[config.mk]
export PLATFORM = sky130hd
export DESIGN_NAME = add_carry_branch_link_exec
export DESIGN_NICKNAME = d
export VERILOG_FILES = /design/src/exec_pkg.sv /design/src/add_carry_branch_link_exec.sv /design/src/exec_add16.sv
export VERILOG_INCLUDE_DIRS = /design/src
export SDC_FILE = /design/constraint.sdc
export NUM_CORES = 2
export LEC_CHECK = 0
export ABC_CLOCK_PERIOD_IN_PS = 5640
export BUFFER_PORTS_ARGS = -buffer_cell sky130_fd_sc_hd__buf_2
export CAP_MARGIN = 10
export CELL_PAD_IN_SITES_DETAIL_PLACEMENT = 2
export CELL_PAD_IN_SITES_GLOBAL_PLACEMENT = 2
export CORE_MARGIN = 5
export CORE_UTILIZATION = 30
export CTS_BUF_LIST = sky130_fd_sc_hd__clkbuf_4
export CTS_CLUSTER_SIZE = 30
export DETAILED_ROUTE_END_ITERATION = 10
export GPL_ROUTABILITY_DRIVEN = 1
export PLACE_DENSITY_LB_ADDON = 0.1
export SYNTH_ARGS = -nofsm -noshare
export SYNTH_HDL_FRONTEND = slang
export SYNTH_SLANG_ARGS = --single-unit
export TNS_END_PERCENT = 5
[constraint.sdc]
create_clock -name hclk -period 5.64 [get_ports hclk]
set_clock_uncertainty 0.15 [all_clocks]
set_input_delay 1.41 -clock hclk [delete_from_list [all_inputs] [get_ports hclk]]
set_output_delay 1.41 -clock hclk [all_outputs]
set_load 0.01 [all_outputs]
[src/exec_defines.svh]
`ifndef EXEC_DEFINES_SVH
`define EXEC_DEFINES_SVH

// Register byte offsets on the bus, low eight address bits decoded.
`define OFF_CTRL 8'h00
`define OFF_IAR 8'h04
`define OFF_STATUS 8'h08
`define GPR_BANK 3'h1

// Field positions.
`define CTRL_STEP 0
`define STAT_SPEC 8
`define STAT_INVAL 9
`define STAT_BUSY 16

// Reset values.
`define RST_IAR 16'h0000
`define RST_IND 5'h00

// Instruction encodings.
`define OP_RR 5'h0e
`define FN_ADD_WORD_CARRY_IN 5'h09
`define FN_AWI_REG 5'h01
`define OP_AWI_STG 5'h08
`define FN_AWI_STG 4'h9
`define OP_BRANCH 5'h0c
`define FN_B 4'h0
`define FN_BAL 4'h1
`define OP_BRANCH_LINK_SHORT 5'h1f
`define LINK_SHORT 3'h7
`define WORD_STEP 16'h0002

`endif

[src/exec_pkg.sv]
package exec_pkg;

	typedef logic [15:0] word_t;

	typedef enum logic [6:0] {
		ST_IDLE = 7'h01,
		ST_FETCH = 7'h02,
		ST_EXT1 = 7'h04,
		ST_EXT2 = 7'h08,
		ST_IND = 7'h10,
		ST_OPRD = 7'h20,
		ST_OPWR = 7'h40
	} state_t;

	typedef struct packed {
		logic even;
		logic carry;
		logic ovf;
		logic neg;
		logic zero;
	} ind_t;

	typedef struct packed {
		state_t st;
		logic [7:0][15:0] gpr;
		word_t iar;
		word_t instr;
		word_t w1;
		word_t ma;
		word_t wdata;
		ind_t ind;
		ind_t pend;
		logic req;
		logic we;
		logic spec;
		logic inval;
		logic hwr;
		logic [7:0] haddr;
		logic [31:0] hrdata;
	} regs_t;

endpackage

[src/add_carry_branch_link_exec.sv]
// The register addresses and the AHB-Lite interface to the registers are this design's own decisions.
`timescale 1ns/1ps
`include "exec_defines.svh"
module add_carry_branch_link_exec (
	input wire logic hclk,
	input wire logic hresetn,
	input wire logic hsel,
	input wire logic [31:0] haddr,
	input wire logic [1:0] htrans,
	input wire logic hwrite,
	input wire logic [2:0] hsize,
	input wire logic [31:0] hwdata,
	input wire logic hready,
	output logic [31:0] hrdata,
	output logic hreadyout,
	output logic hresp,
	output logic mem_req,
	output logic mem_write,
	output exec_pkg::word_t mem_addr,
	output exec_pkg::word_t mem_wdata,
	input exec_pkg::word_t mem_rdata,
	input wire logic mem_ack,
	input wire logic mem_err
);
	import exec_pkg::*;

	regs_t s;
	regs_t n;
	word_t iw;
	word_t add_a;
	word_t add_b;
	word_t sum;
	word_t ea;
	word_t base;
	logic add_c;
	logic add_co;
	logic add_v;
	logic [4:0] f_op;
	logic [2:0] f_r1;
	logic [2:0] f_r2;
	logic [1:0] f_rb;
	logic [1:0] f_am;
	logic is_add_word_carry_in;
	logic is_awi_reg;
	logic is_br;
	logic is_bal;
	logic is_awi_stg;
	logic is_branch_link_short;
	logic ahb_go;
	logic busy;
	logic ok;

	function automatic ind_t result_flags(input word_t r, input logic c,
		input logic v);
		ind_t f;
		f.even = ~r[0];
		f.carry = c;
		f.ovf = v;
		f.neg = r[15];
		f.zero = (r == 16'h0000);
		return f;
	endfunction

	// During fetch the instruction is decoded straight from the bus so the
	// register form of add-with-carry finishes in a single access.
	assign iw = (s.st == ST_FETCH) ? mem_rdata : s.instr;
	assign f_op = iw[15:11];
	assign f_r1 = iw[10:8];
	assign f_r2 = iw[7:5];
	assign f_rb = iw[7:6];
	assign f_am = iw[5:4];
	assign is_add_word_carry_in = (f_op == `OP_RR) && (iw[4:0] == `FN_ADD_WORD_CARRY_IN);
	assign is_awi_reg = (f_op == `OP_RR) && (iw[4:0] == `FN_AWI_REG);
	assign is_bal = (f_op == `OP_BRANCH) && (iw[3:0] == `FN_BAL);
	assign is_br = is_bal || ((f_op == `OP_BRANCH) && (iw[3:0] == `FN_B));
	assign is_awi_stg = (f_op == `OP_AWI_STG) && (iw[3:0] == `FN_AWI_STG);
	assign is_branch_link_short = (f_op == `OP_BRANCH_LINK_SHORT);
	assign ahb_go = hsel && htrans[1] && hready;
	assign busy = (s.st != ST_IDLE);
	assign ok = mem_ack && !mem_err;

	always_comb begin
		case (s.st)
			ST_FETCH: begin
				add_a = s.gpr[f_r1];
				add_b = s.gpr[f_r2];
				add_c = s.ind.carry;
			end
			ST_EXT1: begin
				add_a = s.gpr[f_r1];
				add_b = mem_rdata;
				add_c = 1'b0;
			end
			default: begin
				add_a = mem_rdata;
				add_b = s.w1;
				add_c = 1'b0;
			end
		endcase
	end

	exec_add16 u_add (
		.a(add_a),
		.b(add_b),
		.cin(add_c),
		.sum(sum),
		.carry(add_co),
		.ovf(add_v)
	);

	always_comb begin
		n = s;
		ea = 16'h0000;
		base = (f_r2 != 3'h0) ? s.gpr[f_r2] : 16'h0000;
		n.hwr = ahb_go && hwrite;
		n.haddr = haddr[7:0];
		if (ahb_go && !hwrite) begin
			n.hrdata = 32'h0000_0000;
			case (haddr[7:0])
				`OFF_CTRL: n.hrdata[`CTRL_STEP] = busy;
				`OFF_IAR: n.hrdata[15:0] = s.iar;
				`OFF_STATUS: begin
					n.hrdata[4:0] = s.ind;
					n.hrdata[`STAT_SPEC] = s.spec;
					n.hrdata[`STAT_INVAL] = s.inval;
					n.hrdata[`STAT_BUSY] = busy;
				end
				default: begin
					if (haddr[7:5] == `GPR_BANK) begin
						n.hrdata[15:0] = s.gpr[haddr[4:2]];
					end
				end
			endcase
		end
		// Software writes are dropped while a step runs, so the machine never
		// races a register update against its own result.
		if (s.hwr && !busy) begin
			case (s.haddr)
				`OFF_CTRL: begin
					if (hwdata[`CTRL_STEP]) begin
						n.st = ST_FETCH;
						n.req = 1'b1;
						n.we = 1'b0;
						n.ma = s.iar;
						n.spec = 1'b0;
						n.inval = 1'b0;
					end
				end
				`OFF_IAR: n.iar = hwdata[15:0];
				`OFF_STATUS: n.ind = hwdata[4:0];
				default: begin
					if (s.haddr[7:5] == `GPR_BANK) begin
						n.gpr[s.haddr[4:2]] = hwdata[15:0];
					end
				end
			endcase
		end
		case (s.st)
			ST_IDLE: begin
			end
			ST_FETCH: begin
				if (mem_ack) begin
					n.req = 1'b0;
					n.st = ST_IDLE;
					if (mem_err) begin
						n.inval = 1'b1;
					end else begin
						n.instr = mem_rdata;
						n.iar = s.iar + `WORD_STEP;
						if (is_add_word_carry_in) begin
							n.gpr[f_r2] = sum;
							n.ind = result_flags(sum, add_co, add_v);
							n.ind.even = s.ind.even;
							n.ind.zero = s.ind.zero && (sum == 16'h0000);
						end else if (is_awi_reg || is_br || is_awi_stg) begin
							n.st = ST_EXT1;
							n.req = 1'b1;
							n.ma = s.iar + `WORD_STEP;
						end else if (is_branch_link_short) begin
							// The base is read before the link lands in register 7.
							ea = s.gpr[f_r1] + {{7{iw[7]}}, iw[7:0], 1'b0};
							n.gpr[`LINK_SHORT] = s.iar + `WORD_STEP;
							if (ea[0]) begin
								n.spec = 1'b1;
							end else begin
								n.st = ST_IND;
								n.req = 1'b1;
								n.ma = ea;
							end
						end
					end
				end
			end
			ST_EXT1: begin
				if (mem_ack) begin
					n.req = 1'b0;
					n.st = ST_IDLE;
					if (mem_err) begin
						n.inval = 1'b1;
					end else begin
						n.w1 = mem_rdata;
						n.iar = s.iar + `WORD_STEP;
						if (is_awi_reg) begin
							n.gpr[f_r2] = sum;
							n.ind = result_flags(sum, add_co, add_v);
						end else if (is_br) begin
							ea = mem_rdata + base;
							if (is_bal) begin
								n.gpr[f_r1] = s.iar + `WORD_STEP;
							end
							if (ea[0]) begin
								n.spec = 1'b1;
							end else if (s.instr[4]) begin
								n.st = ST_IND;
								n.req = 1'b1;
								n.ma = ea;
							end else begin
								n.iar = ea;
							end
						end else if (f_am[1]) begin
							n.st = ST_EXT2;
							n.req = 1'b1;
							n.ma = s.iar + `WORD_STEP;
						end else if (s.gpr[f_rb][0]) begin
							n.spec = 1'b1;
						end else begin
							n.st = ST_OPRD;
							n.req = 1'b1;
							n.ma = s.gpr[f_rb];
						end
					end
				end
			end
			ST_EXT2: begin
				if (mem_ack) begin
					n.req = 1'b0;
					n.st = ST_IDLE;
					if (mem_err) begin
						n.inval = 1'b1;
					end else begin
						n.iar = s.iar + `WORD_STEP;
						ea = s.gpr[f_rb] + mem_rdata;
						if (ea[0]) begin
							n.spec = 1'b1;
						end else begin
							n.st = f_am[0] ? ST_IND : ST_OPRD;
							n.req = 1'b1;
							n.ma = ea;
						end
					end
				end
			end
			ST_IND: begin
				if (mem_ack) begin
					n.req = 1'b0;
					n.st = ST_IDLE;
					if (mem_err) begin
						n.inval = 1'b1;
					end else if (mem_rdata[0]) begin
						n.spec = 1'b1;
					end else if (is_awi_stg) begin
						n.st = ST_OPRD;
						n.req = 1'b1;
						n.ma = mem_rdata;
					end else begin
						n.iar = mem_rdata;
					end
				end
			end
			ST_OPRD: begin
				if (mem_ack) begin
					if (mem_err) begin
						n.req = 1'b0;
						n.st = ST_IDLE;
						n.inval = 1'b1;
					end else begin
						n.st = ST_OPWR;
						n.we = 1'b1;
						n.wdata = sum;
						n.pend = result_flags(sum, add_co, add_v);
					end
				end
			end
			ST_OPWR: begin
				if (mem_ack) begin
					n.req = 1'b0;
					n.we = 1'b0;
					n.st = ST_IDLE;
					if (mem_err) begin
						n.inval = 1'b1;
					end else begin
						n.ind = s.pend;
					end
				end
			end
			default: begin
				n.st = ST_IDLE;
				n.req = 1'b0;
				n.we = 1'b0;
			end
		endcase
	end

	always_ff @(posedge hclk or negedge hresetn) begin
		if (!hresetn) begin
			s <= '0;
			s.st <= ST_IDLE;
			s.iar <= `RST_IAR;
			s.ind <= `RST_IND;
		end else begin
			s <= n;
		end
	end

	assign hrdata = s.hrdata;
	assign hreadyout = 1'b1;
	assign hresp = 1'b0;
	assign mem_req = s.req;
	assign mem_write = s.we;
	assign mem_addr = s.ma;
	assign mem_wdata = s.wdata;

	// Reference sum built apart from the adder, so a slip there shows up.
	logic [16:0] chk_full;
	word_t chk_lo;
	logic chk_c;
	logic fetch_ok;
	logic ext_ok;
	assign chk_full = {1'b0, s.gpr[f_r1]} + {1'b0, s.gpr[f_r2]}
		+ {16'h0000, s.ind.carry};
	assign chk_lo = chk_full[15:0];
	assign chk_c = chk_full[16];
	assign fetch_ok = (s.st == ST_FETCH) && ok;
	assign ext_ok = (s.st == ST_EXT1) && ok;
endmodule

[src/exec_add16.sv]
`timescale 1ns/1ps
module exec_add16 (
	input exec_pkg::word_t a,
	input exec_pkg::word_t b,
	input wire logic cin,
	output exec_pkg::word_t sum,
	output logic carry,
	output logic ovf
);
	import exec_pkg::*;

	logic [16:0] full;

	assign full = {1'b0, a} + {1'b0, b} + {16'h0000, cin};
	assign sum = full[15:0];
	// When the sum overflows, both operands share a sign, so the carry out
	// equals the true sign of the full sum.
	assign carry = full[16];
	assign ovf = (a[15] == b[15]) && (sum[15] != a[15]);

endmodule

* Word level (Yosys, flattened, before mapping) *
Index checks and enable logic that the tools add are counted.

operators by class
  add/subtract/negate cells = 6
  order comparisons = 8
  equality and inequality tests = 25
  mux-type cells = 167
  bitwise logic cells = 2
  reductions and logical operators = 33

operator list
  kind                     count
  $mux W16                 47
  $mux W128                4
  $mux W151                3
  $bwmux W128              3
  $mux W167                2
  $pmux W128 S2            1
  $bmux W16 S3             3
  $demux W16 S3            3
  $mux W144                1
  $pmux W16 S4             2
  $mux W112                1
  $mux W7                  13
  $mux W5                  13
  $pmux W7 S7              1
  $add A16 B16 Y16         3
  $mux W1                  42
  $mux W6                  6
  $bmux W16 S2             1
  $pmux W16 S2             1
  $mux W23                 1
  $eq A5 B4 Y1 const B     4
  $add A16 B16 Y17         1
  $add A17 B1 Y17          1
  $add A16 B2 Y16 const B  1
  other kinds (44)         83

storage, ports and cells
  register bits after elaboration = 255
  output and inout port bits = 68
  logic and storage cells = 272

* Logic depth before layout (Yosys ltp) *
  depth in word-level cells = 15
  mapped depth = 24
  depth with buffers taken out = 20

* Modules after synthesis *
A second synthesis with hierarchy kept.

unflattened totals
  cells, all modules = 3486
  area, all modules = 27142.3 um^2

by module, submodules not included
  module                      instances  cells each  area an instance (um^2)
  add_carry_branch_link_exec  1          3381        26322.7
  exec_add16                  1          105         819.5

* Least setup slack after synthesis *
OpenSTA, ideal clock, no wires.

  path kind = input -> register
  start = input port mem_rdata[5]
  end = register s[45] (netlist bit)
  setup time = 0.065 ns
  data arrival time = 5.930 ns
  path slack = -0.505 ns
  stages = 20
  buffers on the path = 3
  cells stage by stage = clkbuf_1 > mux2i_1 > clkinv_1 > buf_2 > buf_1 > nand2_1 > a32oi_1 > nand2_1 > o21ai_0 > fa_1 > fa_1 > a211oi_1 > o21ai_0 > and3_1 > o21ai_0 > nand2b_1 > xnor2_1 > nand3_1 > nor4_1 > mux2_2

on the way
  word-level cells in the longest chain between the ends = 7
  elaborated cells on any way between the ends = 8
  those cells by class = 2 x add/sub; 5 x mux; 1 x reduce/logical

RTL lines
  element                line                               text
  from (decl)            add_carry_branch_link_exec.sv:21   input exec_pkg::word_t mem_rdata,
  $mux W16               add_carry_branch_link_exec.sv:66   assign iw = (s.st == ST_FETCH) ? mem_rdata : s.instr;
  $bmux W16 S3           -
  $mux W16               -
  $pmux W16 S2           add_carry_branch_link_exec.sv:83   case (s.st)
  $add A16 B16 Y17 (*)   exec_add16.sv:14                   assign full = {1'b0, a} + {1'b0, b} + {16'h0000, cin};
  $add A17 B1 Y17 (*)    exec_add16.sv:14
  $logic_not A16 Y1 (*)  add_carry_branch_link_exec.sv:60   f.zero = (r == 16'h0000);
  to (signal assigned)   add_carry_branch_link_exec.sv:311  s <= n;
  to (decl)              add_carry_branch_link_exec.sv:27   regs_t s;

Every way passes the cells marked *; elsewhere a longest branch is shown, timed or not. The select of a mux whose other input is x is not followed.
A chain may end at the register's enable or synchronous reset.

==> impl_results.md <==
* Final core occ at 37.2%
* Post-Layout Cell Count at between 4000 and 5000
* Layout cells sized above 1 at between 20% and 30%
* Switch share at around 40%
* Htree depth at 3
* Initial antenna violation count at 11
* Setup TNS at 0 ns
* Gate Count Post-Synth at about 3300
* Final nets at approximately 3800
* Syn Std Cell Area at about 0.026 mm²
* Hold-fix buffers, CTS at 0
* Outcome: completed
* RD Place Congestion at about 0.96
* Max clock buf depth at 3
* CTS tree: built
* CP endpoint kind: register
* PD cells at roughly 180 mW/mm²
* Post-synth EDFFs at 0
* Worst-Skew Late Latency at between 0.9 and 1 ns
* Vias at 31500
* Die H at between 300 and 400 µm
* Logic pwr share at around a quarter
* Crit start category: register
* Final hold vios at 0
* Vias in the first global route at between 30000 and 40000
* Power Internal at approximately 3.5 mW
* Total grt overflow at 0
* # rows at between 100 and 150
* Final Cycle Share at 98.2%
* Total CTS buffers at 90
* Root Driver: clkbuf_4
* WP data arrival at approximately 6.3 ns
* DR pass1 iterations at 6
* Count of final max-slew check failures at 0
* Initial Utilization at 30.1%
* Die X at approximately 300 µm
* Fmax at roughly 180 MHz
* # IOs at between 150 and 200
* Ys flop type: dfrtp_1
* Post-route DRC at 0
* Worst-path fanout max at 9
* I/O Buffers at slightly below 100
* Antenna-violating nets left at 0
* Clock Sinks at roughly 250
* Global Route Usage Sum at 37.5%
* First-pass GRT wire length at 248 mm
* Share of power burned in registers at between 30% and 40%
* Die area at 0.0912 mm²
* DRT iter0 DRCs at 2656
* Via density at 6.52
* CTS clock-pin slew for the worst setup and hold paths at about 0.070 ns
* Hold_ws at ~0.33 ns
* Switching pwr at 2.26 mW
* Maximum vdd drop at 0.151 mV
* Dpl cells at about 4600
* CP Data Required Time at ~6.4 ns
* FF+latch count, synth at about 250
* Sequential share of the synthesized area at 24.8%
* Worst Hold Class: register to register
* Relative slew slack at between 10% and 20%
* Max_cap viols at 0
* Library cells used by synthesis at 90
* Crit path time final at approximately 5.5 ns
* Final setup fails at 0
* Core Footprint at around 0.085 mm²
* Post-DP HPWL at between 100 and 150 mm
* Final WL at roughly 180 mm
* Clk network pwr share at 38.0%
* CP Class: register to register
* Syn Area/Cell at 7.83 µm²
* Synthesis-to-layout area growth at 23.3%
* Slew @ Worst Pin at ~1.2 ns
* Pin count of the biggest net entering global routing at slightly above 80
* Share of flip-flops with an asynchronous set or reset at 100%
* Routed wire per std cell at 36.7 µm
* Ys Warns at 0
* LEAKAGE at between 10 and 15 nW
-- per-layer routing --
| layer | vias to the layer above | wire [µm] | track usage [%] | part of all wire [%] |
|---|---|---|---|---|
| met5 | - | 0 | 0 | 0 |
| met4 | 0 | 13500 | 23.1 | 7.6 |
| met3 | 495 | 12000 | 6.39 | 6.8 |
| met2 | 1561 | 79200 | 59.5 | 45 |
| met1 | 16300 | 72300 | 47.7 | 41 |
| li1 | 13100 | - | - | - |
-- area by class of cell --
cell class / instances / area (µm²)
Antenna cell: 9 / 22.5
Clock buffer: 126 / 946
Clock inverter: 37 / 188
Fill cell: 9719 / 53300
Inverter: 47 / 176
Multi-Input combinational cell: 2622 / 18000
Sequential cell: 254 / 6360
Tap cell: 1144 / 1430
Timing Repair Buffer: 587 / 4410
-- through the flow --
stage	worst slack, ns	cell area [µm²]	total power, mW
after floorplan	-0.0782	25700	2.71
after global placement	-0.699	30000	3.49
after detailed placement	-0.691	30000	3.54
after CTS	-0.0139	31300	5.80
after global routing	-0.0442	31500	6.01
final	0.102	31600	5.78
-- final timing paths --
path,startpoint,endpoint,slack (ns),cells after the start
worst max register to register,s[268],s[212],0.10,25
max in group asynchronous,hresetn,mem_addr[14],3.76,2
min in group asynchronous,hresetn,s[216],0.34,1
worst max-delay path,s[268],s[212],0.10,25
worst min-delay path,hrdata[15],hrdata[15],0.33,2
worst min register to register,hrdata[15],hrdata[15],0.33,2
-- state kept, by name (all words and copies together) (netlist names) --
register / flops
s: 203
mem_addr: 16
mem_wdata: 16
mem_req: 1
hrdata: 17
mem_write: 1
-- cells in the final DEF (no fill, tap or decap), types with 29 or more instances in the layout --
cell	n
o21ai_0	224
mux2_2	50
buf_4	465
dfrtp_1	253
xnor2_1	42
nand2_1	368
mux2i_1	214
a221oi_1	96
inv_1	44
a22oi_1	36
o22ai_1	122
o211ai_1	69
buf_2	98
mux4_2	36
nand3_1	53
o221ai_1	111
clkbuf_4	126
nor2_1	316
a21oi_1	269
xor2_1	29
ha_1	58
-- worst max-delay path: stages (launching register included) --
cell and delay, ns:
dfrtp_1 0.39, buf_4 0.18, nor4b_4 0.43, buf_12 0.19
buf_4 0.13, nand3_1 0.15, and2_1 0.20, inv_1 0.08
buf_4 0.18, mux4_2 0.35, o221ai_4 0.25, buf_4 0.17
o21ai_0 0.09, ha_2 0.34, nand3_1 0.08, o2111ai_1 0.12
buf_4 0.19, o211ai_1 0.29, nand4_1 0.13, buf_4 0.18
a21o_1 0.17, a21o_1 0.19, xor2_2 0.26, buf_4 0.25
a22oi_1 0.10, o22ai_1 0.18
-- cells by family after synthesis --
family                     count (synthesis)  synth area share, %
DFF                                      254                 24.8
AOI/OAI and AO/OA                       1206                 31.6
other                                      2               0.0293
muxes                                    304                 13.9
buffers and inverters                    406                 7.14
xor gates and xnor gates                  76                 2.60
and+or+nand+nor                          954                 16.5
adders and majority gates                 65                 3.32
-- what timing repair did --
item | CTS | global route
endpoints found under the setup margin | 77 | 78
setup buffers | 7 | 6
gates resized for setup | 20 | 48
pin swaps | 7 | 15
-- cells in the mapped netlist, drive strengths merged, types with 8 or more instances --
library cell	number	share of area [%]
inv	45	0.66
nand4	13	0.32
a21oi	277	5.4
o31ai	16	0.47
a32oi	8	0.27
ha	60	2.9
o2111ai	15	0.51
xor2	33	1.1
o21a	14	0.41
dfrtp	253	25
a222oi	13	0.51
and3	16	0.39
a211o	15	0.51
buf	114	2.9
a211oi	19	0.56
nand2b	14	0.34
nor4	23	0.56
nor3	39	0.88
a221oi	99	3.4
mux4	36	3.2
a221o	20	0.78
o21bai	9	0.26
o22a	9	0.31
o21ai	238	4.7
xnor2	43	1.5
mux2	50	2.2
or3	22	0.54
a21o	29	0.88
o211ai	69	2.0
nand2	375	5.5
or2	18	0.44
nand3	57	1.1
mux2i	218	8.5
o22ai	122	3.0
a22oi	37	1.1
o221ai	112	3.8
clkbuf	245	3.6
a31oi	23	0.56
a22o	8	0.27
nor2	326	4.8
-- power by group through the flow --
stage,combinational (mW),clock (mW),sequential [mW]
after floorplan,0.735,0,1.98
after global placement,1.43,0,2.06
after detailed placement,1.48,0,2.06
after CTS,1.49,2.27,2.03
after global routing,1.61,2.36,2.04
final,1.54,2.20,2.04
(Power assumes the default switching activity.)
